[src/fpms_regs.svh]
/*
 fpms_regs.svh: timing counts and level codes for the flyback protection mode sequencer.
 assumes a 200 MHz ref_clk; overload blanking and max on-time counts derived from times in their own units, ovp and burst blanking given in cycles.
*/
`ifndef FPMS_REGS_SVH
`define FPMS_REGS_SVH
`define FPMS_CLK_MHZ            200
`define FPMS_OVLD_BLANK_MS      24
`define FPMS_OVLD_BLANK_CYC     (`FPMS_OVLD_BLANK_MS * 1000 * `FPMS_CLK_MHZ)
`define FPMS_MAX_ON_US          30
`define FPMS_MAX_ON_CYC         (`FPMS_MAX_ON_US * `FPMS_CLK_MHZ)
`define FPMS_OVP_BLANK_CYC      64
`define FPMS_BURST_BLANK_CYC    4096
`define FPMS_UDC_BURST_VAL      3'h7
`define FPMS_UDC_EXIT_VAL       3'h1
`define FPMS_ILIM_FULL          2'h0
`define FPMS_ILIM_BURST         2'h1
`endif

[src/fpms_pkg.sv]
/*
 fpms_pkg: state types of the flyback protection mode sequencer.
 assumes fpms_regs.svh is included by the design file.
*/
package fpms_pkg;
    typedef enum logic [2:0] {
        FPMS_ST_RESET,
        FPMS_ST_RUN,
        FPMS_ST_BURST,
        FPMS_ST_AUTO_RESTART,
        FPMS_ST_LATCHED
    } fpms_mode_t;
endpackage : fpms_pkg

[src/fpms_sequencer.sv]
/*
 fpms_sequencer: mode and protection sequencer of a quasi-resonant flyback controller.
 assumes comparator flags arrive asynchronously and the gate request comes from
 the pwm logic on ref_clk; srst is the supply undervoltage reset.
*/
`timescale 1ns/1ps
`include "fpms_regs.svh"

module fpms_sequencer #(
    parameter int unsigned OVLD_BLANK_CYC  = `FPMS_OVLD_BLANK_CYC,
    parameter int unsigned MAX_ON_CYC      = `FPMS_MAX_ON_CYC,
    parameter int unsigned OVP_BLANK_CYC   = `FPMS_OVP_BLANK_CYC,
    parameter int unsigned BURST_BLANK_CYC = `FPMS_BURST_BLANK_CYC
) (
    // clock and reset
    input  wire logic             ref_clk,
    input  wire logic             srst,
    // comparator flags, asynchronous
    input  wire logic             feedback_high,
    input  wire logic             feedback_above_exit,
    input  wire logic             feedback_below_entry,
    input  wire logic             zc_overvoltage,
    input  wire logic             short_winding,
    input  wire logic             over_temp,
    input  wire logic             supply_below_off,
    input  wire logic             supply_above_on,
    input  wire logic             supply_overvoltage,
    // pwm side, same clock
    input  wire logic             gate_request,
    input  wire logic [2:0]       udc_value,
    // outputs
    output logic                  gate_drive,
    output logic                  startup_cell_en,
    output logic                  soft_start,
    output logic [1:0]            ilim_select,
    output logic                  udc_load,
    output logic [2:0]            udc_load_value,
    output fpms_pkg::fpms_mode_t  mode
);
    import fpms_pkg::*;

    localparam int NSYNC = 9;

    typedef struct packed {
        logic [NSYNC-1:0] s1;
        logic [NSYNC-1:0] s2;
        logic [NSYNC-1:0] s3;
        logic [NSYNC-1:0] flt;
        fpms_mode_t       st;
        logic [31:0]      ovld_cnt;
        logic [31:0]      on_cnt;
        logic [31:0]      ovp_cnt;
        logic [31:0]      bst_cnt;
        logic             recharged;
        logic             gate;
        logic             startup;
        logic             ss;
        logic [1:0]       ilim;
        logic             udc_ld;
        logic [2:0]       udc_val;
    } fpms_state_t;

    fpms_state_t q;
    fpms_state_t d;
    logic [NSYNC-1:0] raw;
    logic [NSYNC-1:0] flt;
    logic [NSYNC-1:0] flt_d;

    assign raw = {supply_overvoltage, supply_above_on, supply_below_off, over_temp,
                  short_winding, zc_overvoltage, feedback_below_entry,
                  feedback_above_exit, feedback_high};

    // a change counts only when second and third stage agree
    // one filter per flag keeps comparator chatter out of the mode logic
    genvar gi;
    generate
        for (gi = 0; gi < NSYNC; gi++) begin : g_flt
            assign flt_d[gi] = (q.s2[gi] == q.s3[gi]) ? q.s3[gi] : q.flt[gi];
        end
    endgenerate
    assign flt = q.flt;

    logic fb_hi, fb_exit, fb_entry, zc_ov, sw_sh, otp, vcc_lo, vcc_on, vcc_ov;
    assign {vcc_ov, vcc_on, vcc_lo, otp, sw_sh, zc_ov, fb_entry, fb_exit, fb_hi} = flt;

    always_comb begin
        d         = q;
        d.s1      = raw;
        d.s2      = q.s1;
        d.s3      = q.s2;
        d.flt     = flt_d;
        d.udc_ld  = 1'b0;
        d.ss      = 1'b0;
        case (q.st)
            FPMS_ST_RESET: begin
                d.gate = 1'b0;
                d.ilim = `FPMS_ILIM_FULL;
                if (vcc_lo) begin
                    d.startup = 1'b1;
                end
                if (vcc_on && d.startup) begin
                    d.startup = 1'b0;
                    d.ss      = 1'b1;
                    d.st      = FPMS_ST_RUN;
                end
            end
            FPMS_ST_RUN, FPMS_ST_BURST: begin
                d.gate = gate_request;
                // max on-time cut-off
                if (q.gate && q.on_cnt >= MAX_ON_CYC - 1) begin
                    d.gate = 1'b0;
                end
                // 32-bit counters: the full overload blanking fits at 200 MHz
                d.on_cnt  = q.gate ? q.on_cnt + 32'h1 : 32'h0;
                d.ovld_cnt = fb_hi ? q.ovld_cnt + 32'h1 : 32'h0;
                d.ovp_cnt  = (!q.gate && zc_ov) ? q.ovp_cnt + 32'h1 : 32'h0;
                if (q.st == FPMS_ST_RUN) begin
                    d.ilim    = `FPMS_ILIM_FULL;
                    d.bst_cnt = (fb_entry && udc_value == `FPMS_UDC_BURST_VAL)
                                ? q.bst_cnt + 32'h1 : 32'h0;
                    if (q.bst_cnt >= BURST_BLANK_CYC - 1) begin
                        d.st      = FPMS_ST_BURST;
                        d.ilim    = `FPMS_ILIM_BURST;
                        d.bst_cnt = 32'h0;
                    end
                end else if (fb_exit) begin
                    d.st      = FPMS_ST_RUN;
                    d.ilim    = `FPMS_ILIM_FULL;
                    d.udc_ld  = 1'b1;
                    d.udc_val = `FPMS_UDC_EXIT_VAL;
                end
                // auto-restart faults; latch-off faults take priority
                if (q.ovld_cnt >= OVLD_BLANK_CYC - 1 || otp || vcc_ov) begin
                    d.st = FPMS_ST_AUTO_RESTART;
                end
                if (q.ovp_cnt >= OVP_BLANK_CYC - 1) begin
                    d.st = FPMS_ST_LATCHED;
                end
                if (q.gate && sw_sh) begin
                    d.st = FPMS_ST_LATCHED;
                end
                if (d.st == FPMS_ST_AUTO_RESTART || d.st == FPMS_ST_LATCHED) begin
                    d.gate      = 1'b0;
                    d.ilim      = `FPMS_ILIM_FULL;
                    d.recharged = 1'b0;
                    d.ovld_cnt  = 32'h0;
                    d.ovp_cnt   = 32'h0;
                    d.bst_cnt   = 32'h0;
                end
            end
            FPMS_ST_AUTO_RESTART: begin
                // discharge to turn-off level, recharge, then restart
                d.gate = 1'b0;
                if (vcc_lo) begin
                    d.startup   = 1'b1;
                    d.recharged = 1'b1;
                end
                if (q.recharged && vcc_on) begin
                    d.startup = 1'b0;
                    d.ss      = 1'b1;
                    d.st      = FPMS_ST_RUN;
                end
            end
            FPMS_ST_LATCHED: begin
                // only removing power (srst) leaves this state
                // a supply dip alone only cycles the startup cell
                d.gate = 1'b0;
                if (vcc_lo) begin
                    d.startup = 1'b1;
                end else if (vcc_on) begin
                    d.startup = 1'b0;
                end
            end
            default: begin
                d.st   = FPMS_ST_RESET;
                d.gate = 1'b0;
            end
        endcase
        // supply undervoltage while active resets the controller
        // limitation: it also ends a latch fault raised in the same cycle
        if (vcc_lo && (q.st == FPMS_ST_RUN || q.st == FPMS_ST_BURST)) begin
            d.st      = FPMS_ST_RESET;
            d.gate    = 1'b0;
            d.startup = 1'b1;
            d.ilim    = `FPMS_ILIM_FULL;
        end
    end

    always_ff @(posedge ref_clk) begin
        if (srst) begin
            q         <= '0;
            q.st      <= FPMS_ST_RESET;
            q.startup <= 1'b1;
        end else begin
            q <= d;
        end
    end

    assign gate_drive      = q.gate;
    assign startup_cell_en = q.startup;
    assign soft_start      = q.ss;
    assign ilim_select     = q.ilim;
    assign udc_load        = q.udc_ld;
    assign udc_load_value  = q.udc_val;
    assign mode            = q.st;
endmodule : fpms_sequencer

[config.mk]
export PLATFORM = sky130hd
export DESIGN_NAME = fpms_sequencer
export DESIGN_NICKNAME = d
export VERILOG_FILES = /design/src/fpms_pkg.sv /design/src/fpms_sequencer.sv
export VERILOG_INCLUDE_DIRS = /design/src
export SDC_FILE = /design/constraint.sdc
export NUM_CORES = 1
export LEC_CHECK = 0
export ABC_AREA = 1
export BUFFER_PORTS_ARGS = -buffer_cell sky130_fd_sc_hd__buf_2
export CAP_MARGIN = 20
export CORE_UTILIZATION = 66
export DETAILED_ROUTE_END_ITERATION = 12
export PLACE_DENSITY = 0.84
export SLEW_MARGIN = 25
export SYNTH_ARGS = -nofsm -noshare
export SYNTH_HDL_FRONTEND = slang
export SYNTH_SLANG_ARGS = --single-unit
[constraint.sdc]
create_clock -name ref_clk -period 3.6 [get_ports ref_clk]
set_input_delay 0.9 -clock ref_clk [delete_from_list [all_inputs] [get_ports ref_clk]]
set_output_delay 0.9 -clock ref_clk [all_outputs]
set_load 0.01 [all_outputs]
==> results of run 1 <==
## final timing paths
path                 from  endpoint  slack, ps  cells after the start
setup reg to reg  mode[2]    q[100]        850                     16
setup / recovery  mode[2]    q[100]        850                     16
hold / removal     d[160]    d[151]        410                      2
hold reg to reg    d[160]    d[151]        410                      2
## sequential cells by signal (all words and copies together), names as in the netlist
name,count
flt,9
mode,3
udc_load_value,1
udc_load,1
soft_start,1
gate_drive,1
startup_cell_en,1
ilim_select,1
d,18
q,138
## synthesized netlist by cell type (all sizes together), types with 2 or more instances
| cell type | number |
|---|---|
| nand2 | 210 |
| nor2 | 192 |
| dfxtp | 174 |
| inv | 134 |
| a21oi | 69 |
| nand3 | 51 |
| nor3 | 40 |
| o21ai | 31 |
| buf | 24 |
| nand4 | 20 |
| clkbuf | 19 |
| xor2 | 19 |
| a211oi | 12 |
| nor4 | 11 |
| xnor2 | 8 |
| nand3b | 6 |
| or2 | 6 |
| ha | 4 |
| a21boi | 2 |
| a21o | 2 |
| a31oi | 2 |
## metal layers
layer / part of all wire / GRT usage
met2: 0.48 / 0.471
met3: 0.045 / 0.0675
met5: 0 / 0
met1: 0.45 / 0.339
met4: 0.025 / 0.137
## per-stage QoR
stage | instances | area (µm²) | worst slack [ps] | power (µW) | util
global placement | 1172 | 7640 | 1010 | 2050 | 0.696
detailed placement | 1172 | 7640 | 956 | 2060 | 0.696
floorplan | 1048 | 7550 | 1600 | 2040 | -
finish | 1204 | 8290 | 846 | 3990 | 0.755
global route | 1204 | 8290 | 567 | 4100 | 0.755
CTS | 1204 | 8290 | 871 | 4010 | 0.755
## layout make-up
cell class / count / area [µm²] / area share
clock buffers: 18 / 439 / 0.0530
clock inverters: 14 / 204 / 0.0246
flip-flops and latches: 174 / 3480 / 0.420
repair buffers: 27 / 148 / 0.0178
inverters: 134 / 505 / 0.0610
well taps: 140 / 175 / 0.0211
multi-input cells: 697 / 3330 / 0.402
## cell families after synthesis
family / after synthesis
buffers and inverters: 177
flip-flops: 174
XOR/XNOR: 27
adder cells (fa/ha/maj): 4
AND/OR/NAND/NOR: 537
other: 1
AO/OA/AOI/OAI: 126
## power by group through the flow
stage               clock network, µW  logic (µW)  registers, µW
floorplan                           0        50.6           1980
global placement                    0        68.9           1990
detailed placement                  0        69.7           1990
CTS                              2000        71.0           1940
global route                     2080        79.7           1940
finish                           1980        70.5           1940
## worst register-to-register path: stages (launching register included)
cell	delay [ps]
dfxtp_1	350
inv_1	120
nand2_2	110
nor2_8	330
inv_4	340
nor2_4	210
nand2_1	90
nor2_2	140
nand2_1	110
nor2_2	120
nand2_1	90
nor2_2	140
nand3_1	160
inv_2	110
a21o_1	130
inv_1	50
nor2_1	80
==> metrics.txt, run 1 <==
# TYPE chip_impl_metric gauge
chip_impl_metric{name="power_density",unit="nW/µm²"} 482
chip_impl_metric{name="clock_power_share",unit=""} 0.496
chip_impl_info{name="crit_path_end_kind",value="flop"} 1
chip_impl_info{name="largest_family_of_logic_cells_by_synthesized_area",value="simple AND/OR/NAND/NOR gates"} 1
chip_impl_metric{name="p_leak",unit="µW"} 0.00329
chip_impl_metric{name="power_frac_seq",unit=""} 0.487
chip_impl_metric{name="synth-seq-cells",unit=""} 174
chip_impl_metric{name="synth.avg_cell_area",unit="µm²"} 7.21
chip_impl_metric{name="global_route.usage.total",unit=""} 0.282
chip_impl_metric{name="place.port_buffers",unit=""} 23
chip_impl_metric{name="cts_buffer_depth",unit=""} 2
chip_impl_metric{name="detailedRoute.firstIterationViolations",unit=""} 489
chip_impl_metric{name="chipWidth",unit="µm"} 109
chip_impl_info{name="ys.flop_type",value="dfxtp_1"} 1
chip_impl_info{name="cts_tree",value="yes"} 1
chip_impl_metric{name="p_comb_frac",unit=""} 0.018
chip_impl_metric{name="hold_violations",unit=""} 0
chip_impl_metric{name="max_freq",unit="GHz"} 0.363
chip_impl_metric{name="layout-drive-gt1-share",unit=""} 0.0855
chip_impl_metric{name="num-nets-final",unit=""} 1070
chip_impl_metric{name="synth-seq-area-share",unit=""} 0.462
chip_impl_metric{name="yosys_warnings",unit=""} 0
chip_impl_metric{name="grt_max_degree",unit=""} 66
chip_impl_metric{name="syn_area",unit="µm²"} 7550
chip_impl_metric{name="cp_slowest_stage_delay",unit="ps"} 350
chip_impl_metric{name="place.detailed.hpwl",unit="µm"} 9880
chip_impl_metric{name="timing.final.crit_period",unit="ps"} 2750
chip_impl_metric{name="synth_enable_flop_cells",unit=""} 0
chip_impl_metric{name="max-cap-violations",unit=""} 0
chip_impl_metric{name="drt-wirelength-per-cell",unit="µm"} 12.9
chip_impl_metric{name="io_pins",unit=""} 27
chip_impl_metric{name="synthSimpleGateAreaFrac",unit=""} 0.310
chip_impl_metric{name="first_global_vias",unit=""} 5887
chip_impl_metric{name="detail_route.first_pass.iterations",unit=""} 8
chip_impl_metric{name="final-max-slew-violation-count",unit=""} 0
chip_impl_info{name="most-common-layout-cells",value="nand2_1, nor2_1, dfxtp_1"} 1
chip_impl_metric{name="htree_num_levels",unit=""} 4
chip_impl_metric{name="worst-path-buf-inv",unit=""} 4
chip_impl_metric{name="n_diodes",unit=""} 0
chip_impl_metric{name="synth_compound_area_frac",unit=""} 0.0927
chip_impl_metric{name="crit_arrival",unit="ps"} 3120
chip_impl_metric{name="gp_congestion",unit=""} 0.904
chip_impl_metric{name="floorplan.initialDensity",unit=""} 0.687
chip_impl_metric{name="grt-ovfl-total",unit=""} 0
chip_impl_metric{name="drc",unit=""} 0
chip_impl_metric{name="synth-xor-area-share",unit=""} 0.0313
chip_impl_metric{name="vias_per_cell",unit=""} 5.33
chip_impl_metric{name="cts.sinks",unit=""} 174
chip_impl_metric{name="synthToLayoutAreaGrowth",unit="%"} 9.83
chip_impl_metric{name="fin_worst_skew",unit="ps"} 12.5
chip_impl_info{name="setup.worst_path.start_class",value="flop"} 1
chip_impl_metric{name="synth-adder-area-share",unit=""} 0.00663
chip_impl_metric{name="floorplan.rows",unit=""} 38
chip_impl_metric{name="post_synth_mux_area_share",unit=""} 0
chip_impl_info{name="ctsRootBufferMaster",value="clkbuf_16"} 1
chip_impl_metric{name="clk_latency",unit="ps"} 440
chip_impl_metric{name="period_share",unit=""} 0.765
chip_impl_info{name="worstHoldPathType",value="reg2reg"} 1
chip_impl_metric{name="ir_drop",unit="mV"} 0.457
chip_impl_metric{name="die_y",unit="µm"} 109
chip_impl_metric{name="syn_inst",unit=""} 1046
chip_impl_metric{name="cts.clk_slew.worst_paths",unit="ps"} 70
chip_impl_info{name="yosys-top-cells-area",value="dfxtp_1, nand2_1, nor2_1, inv_1, a21oi_1"} 1
chip_impl_metric{name="max_slew.worst_pin.slew",unit="ps"} 696
chip_impl_metric{name="route.vias.total",unit=""} 6412
chip_impl_info{name="critical_path.slowest_cell",value="dfxtp_1"} 1
chip_impl_metric{name="cts.repair.resized",unit=""} 0
chip_impl_metric{name="first_pass_grt_wire_length",unit="µm"} 26300
chip_impl_metric{name="cts_buffer_count",unit=""} 17
chip_impl_metric{name="cp_max_fo",unit=""} 63
chip_impl_metric{name="post_cts.repair.setup_buffers",unit=""} 0
chip_impl_metric{name="postCtsHoldBufs",unit=""} 0
chip_impl_metric{name="asyncSetResetFlopFracSynth",unit=""} 0
chip_impl_info{name="leading_cell_type_in_the_layout_fill_and_taps_excluded",value="nand2_1"} 1
chip_impl_metric{name="worst_ep_required_time",unit="ps"} 3970
chip_impl_metric{name="setup_violating_endpoint_count_in_the_final_report",unit=""} 0
chip_impl_info{name="outcome",value="finished, final reports clean"} 1
chip_impl_metric{name="dieArea",unit="µm²"} 11900
chip_impl_metric{name="fin_setup_tns",unit="ps"} 0
chip_impl_metric{name="synth_cell_type_count",unit=""} 44
chip_impl_metric{name="number_of_antenna_violations_at_the_first_check_in_global_routing",unit=""} 0
chip_impl_info{name="timing.critical_path.max_delay_family",value="simple AND/OR/NAND/NOR gates"} 1
chip_impl_info{name="timing.critical_path.cells",value="inv_1, nand2_2, nor2_8, inv_4, nor2_4, nand2_1, nor2_2, nand2_1, nor2_2, nand2_1, nor2_2, nand3_1, inv_2, a21o_1, inv_1, nor2_1"} 1
chip_impl_metric{name="synth_top_area_share",unit=""} 0.462
chip_impl_metric{name="power.internal",unit="µW"} 3150
chip_impl_metric{name="holdWs",unit="ps"} 406
chip_impl_info{name="grt_setup_unrepaired",value="false"} 1
chip_impl_metric{name="detail_route.wirelength",unit="µm"} 15500
chip_impl_metric{name="power.net_switching",unit="µW"} 843
chip_impl_metric{name="maxSlewHeadroom",unit=""} 0.535
chip_impl_metric{name="coreArea",unit="µm²"} 11000
chip_impl_metric{name="drtAntennaViolNets",unit=""} 0
chip_impl_info{name="netlist.top_cell.by_area",value="dfxtp_1"} 1
chip_impl_metric{name="netSwitchingFraction",unit=""} 0.211
chip_impl_metric{name="nFillCells",unit=""} 822
chip_impl_info{name="critical_path_type",value="reg2reg"} 1
Note: power is estimated with default switching activity, not from simulation.
==> run 2: changes to the inputs <==
CORE_UTILIZATION = 56   (was 66)
PLACE_DENSITY = 0.76   (was 0.84)
clock period = 2.5 ns   (was 3.6 ns; I/O delays follow)
==> metrics.txt, run 2 (synthesis results as in run 1) <==
# TYPE chip_impl_metric gauge
chip_impl_info{name="outcome",value="finished, final reports clean"} 1
chip_impl_metric{name="grt_util_met1",unit=""} 0.282
chip_impl_metric{name="n_diodes",unit=""} 0
chip_impl_metric{name="worst_ep_required_time",unit="ps"} 2840
chip_impl_metric{name="post_layout_nonfiller_instances",unit=""} 1254
chip_impl_metric{name="synthToLayoutAreaGrowth",unit="%"} 12.4
chip_impl_metric{name="power.net_switching",unit="µW"} 1160
chip_impl_metric{name="drt-wirelength-per-cell",unit="µm"} 12.2
chip_impl_metric{name="hold_violations",unit=""} 0
chip_impl_metric{name="clock_power_share",unit=""} 0.458
chip_impl_metric{name="die_y",unit="µm"} 118
chip_impl_metric{name="route.vias.total",unit=""} 6354
chip_impl_metric{name="ir_drop",unit="mV"} 0.458
chip_impl_metric{name="cp_slowest_stage_delay",unit="ps"} 360
chip_impl_metric{name="cts.clk_slew.worst_paths",unit="ps"} 60
chip_impl_metric{name="postCtsHoldBufs",unit=""} 0
chip_impl_metric{name="place.port_buffers",unit=""} 23
chip_impl_metric{name="place.detailed.hpwl",unit="µm"} 9970
chip_impl_metric{name="first_pass_grt_wire_length",unit="µm"} 25800
chip_impl_info{name="worstHoldPathType",value="reg2reg"} 1
chip_impl_metric{name="timing.final.crit_period",unit="ps"} 2390
chip_impl_info{name="crit_path_end_kind",value="flop"} 1
chip_impl_metric{name="period_share",unit=""} 0.954
chip_impl_metric{name="netSwitchingFraction",unit=""} 0.217
chip_impl_metric{name="met2_usage",unit=""} 0.375
chip_impl_metric{name="layout-drive-gt1-share",unit=""} 0.106
chip_impl_metric{name="nFillCells",unit=""} 1122
chip_impl_metric{name="cts_buffer_depth",unit=""} 2
chip_impl_metric{name="power_density",unit="nW/µm²"} 632
chip_impl_info{name="most-common-layout-cells",value="nand2_1, nor2_1, dfxtp_1"} 1
chip_impl_metric{name="final-max-slew-violation-count",unit=""} 0
chip_impl_metric{name="numPlacedInstances",unit=""} 1219
chip_impl_metric{name="crit_arrival",unit="ps"} 2730
chip_impl_metric{name="detailedRoute.firstIterationViolations",unit=""} 394
chip_impl_metric{name="number_of_antenna_violations_at_the_first_check_in_global_routing",unit=""} 0
chip_impl_metric{name="max_freq",unit="GHz"} 0.419
chip_impl_metric{name="p_comb_frac",unit=""} 0.020
chip_impl_metric{name="num-nets-final",unit=""} 1085
chip_impl_metric{name="clk_latency",unit="ps"} 420
chip_impl_metric{name="cp_max_fo",unit=""} 8
chip_impl_metric{name="setup_violating_endpoint_count_in_the_final_report",unit=""} 0
chip_impl_info{name="critical_path.slowest_cell",value="dfxtp_1"} 1
chip_impl_metric{name="drc",unit=""} 0
chip_impl_metric{name="power_frac_seq",unit=""} 0.522
chip_impl_info{name="leading_cell_type_in_the_layout_fill_and_taps_excluded",value="nand2_1"} 1
chip_impl_info{name="cts_tree",value="yes"} 1
chip_impl_metric{name="drtAntennaViolNets",unit=""} 0
chip_impl_metric{name="detail_route.wirelength",unit="µm"} 15200
chip_impl_metric{name="placement.setup.worst_slack",unit="ps"} 132
chip_impl_metric{name="detail_route.first_pass.iterations",unit=""} 5
chip_impl_metric{name="grt_max_degree",unit=""} 124
chip_impl_metric{name="p_leak",unit="µW"} 0.00337
chip_impl_info{name="timing.critical_path.cells",value="ha_2, nand3_4, nor2_4, nand2_1, nand2_1, nand2_1, nand2_2, inv_1, nand2_1, nand2_1, nand3_4, nand2_2, nor2_4, clkbuf_16, nand3_1, a21oi_1"} 1
chip_impl_metric{name="fin_worst_skew",unit="ps"} 7.25
chip_impl_metric{name="power.internal",unit="µW"} 4200
chip_impl_metric{name="cts_buffer_count",unit=""} 17
chip_impl_metric{name="dieArea",unit="µm²"} 13900
chip_impl_info{name="globalRoute.busiestLayer",value="met2"} 1
chip_impl_metric{name="max_slew.worst_pin.slew",unit="ps"} 661
chip_impl_metric{name="final_cell_area",unit="µm²"} 8480
chip_impl_metric{name="floorplan.rows",unit=""} 42
chip_impl_info{name="critical_path_type",value="reg2reg"} 1
chip_impl_metric{name="global_route.usage.total",unit=""} 0.225
chip_impl_metric{name="maxSlewHeadroom",unit=""} 0.560
chip_impl_metric{name="first_global_vias",unit=""} 5796
chip_impl_metric{name="setup_slack",unit="ps"} 114
chip_impl_metric{name="fin_setup_tns",unit="ps"} 0
chip_impl_metric{name="cts.sinks",unit=""} 174
chip_impl_metric{name="post_dp_cell_area",unit="µm²"} 7810
chip_impl_metric{name="largest_reg_flops",unit=""} 138
chip_impl_info{name="max_flop_register",value="q"} 1
chip_impl_metric{name="coreArea",unit="µm²"} 13200
chip_impl_info{name="ctsRootBufferMaster",value="clkbuf_16"} 1
chip_impl_metric{name="vias_per_cell",unit=""} 5.07
chip_impl_metric{name="globalRouteMet3Util",unit=""} 0.0514
chip_impl_metric{name="max-cap-violations",unit=""} 0
chip_impl_metric{name="gp_congestion",unit=""} 0.855
chip_impl_metric{name="grt-ovfl-total",unit=""} 0
chip_impl_metric{name="chipWidth",unit="µm"} 118
chip_impl_info{name="path_common_cell",value="nand2_1"} 1
chip_impl_metric{name="holdWs",unit="ps"} 399
chip_impl_metric{name="htree_num_levels",unit=""} 4
chip_impl_metric{name="floorplan.initialDensity",unit=""} 0.572
chip_impl_metric{name="io_pins",unit=""} 27
chip_impl_info{name="setup.worst_path.start_class",value="flop"} 1
[run 2: changes by cell type in the layout (fill, tap and decap cells not counted), sizes merged]
cell      change
clkinv        -1
buf          +13
clkinvlp      +2
clkbuf        +3
bufinv        -3
[run 2: metrics by stage]
step	total power (µW)	util
6_report	5360	0.643
4_1_cts	5410	0.633
3_5_place_dp	2960	0.592
2_1_floorplan	2930	-
3_3_place_gp	2960	0.592
5_1_grt	5530	0.643
[run 2: worst paths after layout]
check                            start      to  slack (ps)  depth (start not counted)
worst max-delay path            q[106]  q[121]         110                         16
worst max register to register  q[106]  q[121]         110                         16
worst min register to register  d[167]  d[158]         400                          2
worst min-delay path            d[167]  d[158]         400                          2
[run 2: power by group through the flow]
stage	clock network [µW]	logic, µW	registers [µW]
floorplan	0	72.9	2860
global placement	0	103	2860
detailed placement	0	104	2860
CTS	2510	104	2800
global route	2610	117	2800
finish	2460	105	2800
[run 2: timing repair]
action	in CTS	in global routing
endpoints found under the setup margin	0	61
setup buffers	0	1
resized for setup	0	16
[run 2: layout make-up]
cell class	instances	area, µm²	share of cell area
clock buffers	19	433	0.0510
clock inverters	12	113	0.0133
inverters	134	508	0.0599
multi-input cells	697	3390	0.399
flip-flops and latches	174	3490	0.411
well taps	176	220	0.0260
repair buffers	42	337	0.0397
[run 2: layer usage]
layer	share of wire	up-vias	wire length (µm)
met5	0	-	0
met4	0.020	0	301
met3	0.031	20	473
met2	0.48	96	7280
met1	0.47	2875	7190
li1	-	3363	-
[run 2: worst max-delay path, delay by kind of cell, from the launching register on]
family	cells	cell delay (ps)
and+or+nand+nor	12	1290
DFF	1	360
buffers and inverters	2	260
adders and majority gates	1	220
AOI/OAI and AO/OA	1	160
==> run 3: changes to the inputs <==
CORE_UTILIZATION = 65   (was 56)
PLACE_DENSITY = 0.83   (was 0.76)
SLEW_MARGIN = unset   (was 25)
clock period = 2.96 ns   (was 2.5 ns; I/O delays follow)
==> metrics.txt, run 3 (synthesis results as in run 1) <==
# TYPE chip_impl_metric gauge
chip_impl_info{name="outcome",value="finished, final reports clean"} 1
chip_impl_metric{name="postCtsHoldBufs",unit=""} 0
chip_impl_metric{name="detail_route.first_pass.iterations",unit=""} 5
chip_impl_metric{name="grt_max_degree",unit=""} 124
chip_impl_metric{name="max_freq",unit="GHz"} 0.406
chip_impl_metric{name="place.detailed.hpwl",unit="µm"} 10100
chip_impl_metric{name="min_path_cells",unit=""} 2
chip_impl_metric{name="global_route.usage.total",unit=""} 0.275
chip_impl_metric{name="timing.reg2reg.worst_path_depth",unit=""} 14
chip_impl_info{name="r2r-end",value="q[108]"} 1
chip_impl_info{name="grt_setup_unrepaired",value="false"} 1
chip_impl_metric{name="worst-path-buf-inv",unit=""} 1
chip_impl_metric{name="setup_violating_endpoint_count_in_the_final_report",unit=""} 0
chip_impl_metric{name="coreArea",unit="µm²"} 11100
chip_impl_metric{name="cts_buffer_depth",unit=""} 2
chip_impl_metric{name="grt-ovfl-total",unit=""} 0
chip_impl_info{name="worstHoldPathType",value="reg2reg"} 1
chip_impl_metric{name="number_of_antenna_violations_at_the_first_check_in_global_routing",unit=""} 0
chip_impl_info{name="setup.worst_path.start_class",value="flop"} 1
chip_impl_metric{name="cp_max_fo",unit=""} 30
chip_impl_metric{name="floorplan.rows",unit=""} 38
chip_impl_metric{name="worst_ep_required_time",unit="ps"} 3310
chip_impl_info{name="most-common-layout-cells",value="nand2_1, nor2_1, dfxtp_1"} 1
chip_impl_metric{name="n_diodes",unit=""} 0
chip_impl_metric{name="die_y",unit="µm"} 110
chip_impl_metric{name="place.port_buffers",unit=""} 23
chip_impl_metric{name="register_area",unit="µm²"} 3480
chip_impl_info{name="crit_path_end_kind",value="flop"} 1
chip_impl_metric{name="post_cts.repair.setup_buffers",unit=""} 0
chip_impl_info{name="worstReg2RegStart",value="q[10]"} 1
chip_impl_metric{name="totalPowerFinal",unit="µW"} 4690
chip_impl_metric{name="timing.final.crit_period",unit="ps"} 2460
chip_impl_metric{name="max_slew.worst_pin.slew",unit="ps"} 598
chip_impl_metric{name="holdWs",unit="ps"} 400
chip_impl_metric{name="ir_drop",unit="mV"} 0.665
chip_impl_metric{name="num-nets-final",unit=""} 1073
chip_impl_metric{name="drtAntennaViolNets",unit=""} 0
chip_impl_metric{name="drt-wirelength-per-cell",unit="µm"} 12.6
chip_impl_metric{name="max-cap-violations",unit=""} 0
chip_impl_metric{name="r2r_setup_slack",unit="ps"} 500
chip_impl_metric{name="final-max-slew-violation-count",unit=""} 0
chip_impl_metric{name="io_pins",unit=""} 27
chip_impl_metric{name="cts.clk_slew.worst_paths",unit="ps"} 60
chip_impl_metric{name="crit_arrival",unit="ps"} 2810
chip_impl_metric{name="hold_violations",unit=""} 0
chip_impl_metric{name="placement.setup.worst_slack",unit="ps"} 565
chip_impl_info{name="ctsRootBufferMaster",value="clkbuf_16"} 1
chip_impl_metric{name="maxSlewHeadroom",unit=""} 0.601
chip_impl_metric{name="period_share",unit=""} 0.833
chip_impl_metric{name="first_pass_grt_wire_length",unit="µm"} 25800
chip_impl_metric{name="htree_num_levels",unit=""} 4
chip_impl_info{name="critical_path.slowest_cell",value="dfxtp_1"} 1
chip_impl_metric{name="detailedRoute.firstIterationViolations",unit=""} 459
chip_impl_metric{name="dieArea",unit="µm²"} 12000
chip_impl_metric{name="fin_setup_tns",unit="ps"} 0
chip_impl_metric{name="layout-drive-gt1-share",unit=""} 0.0853
chip_impl_metric{name="synthToLayoutAreaGrowth",unit="%"} 9.73
chip_impl_metric{name="cp_slowest_stage_delay",unit="ps"} 380
chip_impl_metric{name="total_area_of_multi_input_combinational_cells",unit="µm²"} 3330
chip_impl_info{name="timing.critical_path.cells",value="ha_1, nand2_1, nor2_1, nand3_1, nand3_1, nand2_1, nand2_1, o21ai_0, nand3_2, nand2_2, nor2_4, buf_4, nand3_1, a21oi_1"} 1
chip_impl_info{name="timing.critical_path.max_delay_family",value="simple AND/OR/NAND/NOR gates"} 1
chip_impl_info{name="hold_start",value="d[162]"} 1
chip_impl_metric{name="first_global_vias",unit=""} 5821
chip_impl_metric{name="gp_congestion",unit=""} 0.850
chip_impl_metric{name="fin_worst_skew",unit="ps"} 6.49
chip_impl_metric{name="route.vias.total",unit=""} 6383
chip_impl_info{name="min_to",value="d[153]"} 1
chip_impl_metric{name="clk_latency",unit="ps"} 420
chip_impl_metric{name="setup_slack",unit="ps"} 495
chip_impl_metric{name="cts_buffer_count",unit=""} 17
chip_impl_info{name="leading_cell_type_in_the_layout_fill_and_taps_excluded",value="nand2_1"} 1
chip_impl_info{name="max_flop_register",value="q"} 1
chip_impl_metric{name="nFillCells",unit=""} 866
chip_impl_metric{name="vias_per_cell",unit=""} 5.29
chip_impl_metric{name="final_core_util",unit=""} 0.747
chip_impl_info{name="critical_path_type",value="reg2reg"} 1
chip_impl_info{name="cts_tree",value="yes"} 1
chip_impl_metric{name="power_density",unit="nW/µm²"} 566
chip_impl_metric{name="drc",unit=""} 0
chip_impl_metric{name="detail_route.wirelength",unit="µm"} 15300
chip_impl_metric{name="chipWidth",unit="µm"} 110
chip_impl_metric{name="floorplan.initialDensity",unit=""} 0.681
chip_impl_metric{name="cts.repair.resized",unit=""} 0
chip_impl_metric{name="p_leak",unit="µW"} 0.00330
chip_impl_metric{name="cts.sinks",unit=""} 174
chip_impl_metric{name="largest_reg_flops",unit=""} 138
-- run 3: how the worst max path moves through the flow --
stage | start | end | cells past startpoint
3_3_place_gp | q[10] | q[42] | 14
5_1_grt | q[10] | q[17] | 15
4_1_cts | q[10] | q[108] | 14
6_report | q[10] | q[108] | 14
2_1_floorplan | q[106] | q[11] | 14
3_5_place_dp | q[10] | q[122] | 14
-- run 3: layer usage --
layer,track usage,share of wire,vias to the layer above
met5,0,0,-
met4,0.116,0.026,0
met3,0.0723,0.037,27
met2,0.469,0.49,126
met1,0.328,0.45,2893
li1,-,-,3337
-- run 3: per-stage QoR --
step | cells | instance area [µm²]
2_1_floorplan | 1048 | 7550
3_3_place_gp | 1175 | 7680
4_1_cts | 1207 | 8280
5_1_grt | 1207 | 8280
3_5_place_dp | 1175 | 7680
6_report | 1207 | 8280
-- run 3: final cells by class --
class | instances | area share
clock buffers | 22 | 0.0561
clock inverters | 10 | 0.0165
inverters | 134 | 0.0610
multi-input cells | 697 | 0.403
flip-flops and latches | 174 | 0.421
well taps | 140 | 0.0212
repair buffers | 30 | 0.0221
-- run 3: report_power, final --
| part | leakage (µW) | switching (µW) | internal (µW) |
|---|---|---|---|
| clock | 0.000298 | 867 | 1370 |
| combinational | 0.00159 | 63.2 | 24.6 |
| sequential | 0.00141 | 6.13 | 2360 |
-- run 3: tightest hold or removal path: stages, from the launching register on --
cell and delay [ps]:
dfxtp_1 290, inv_1 40, nor2_1 30
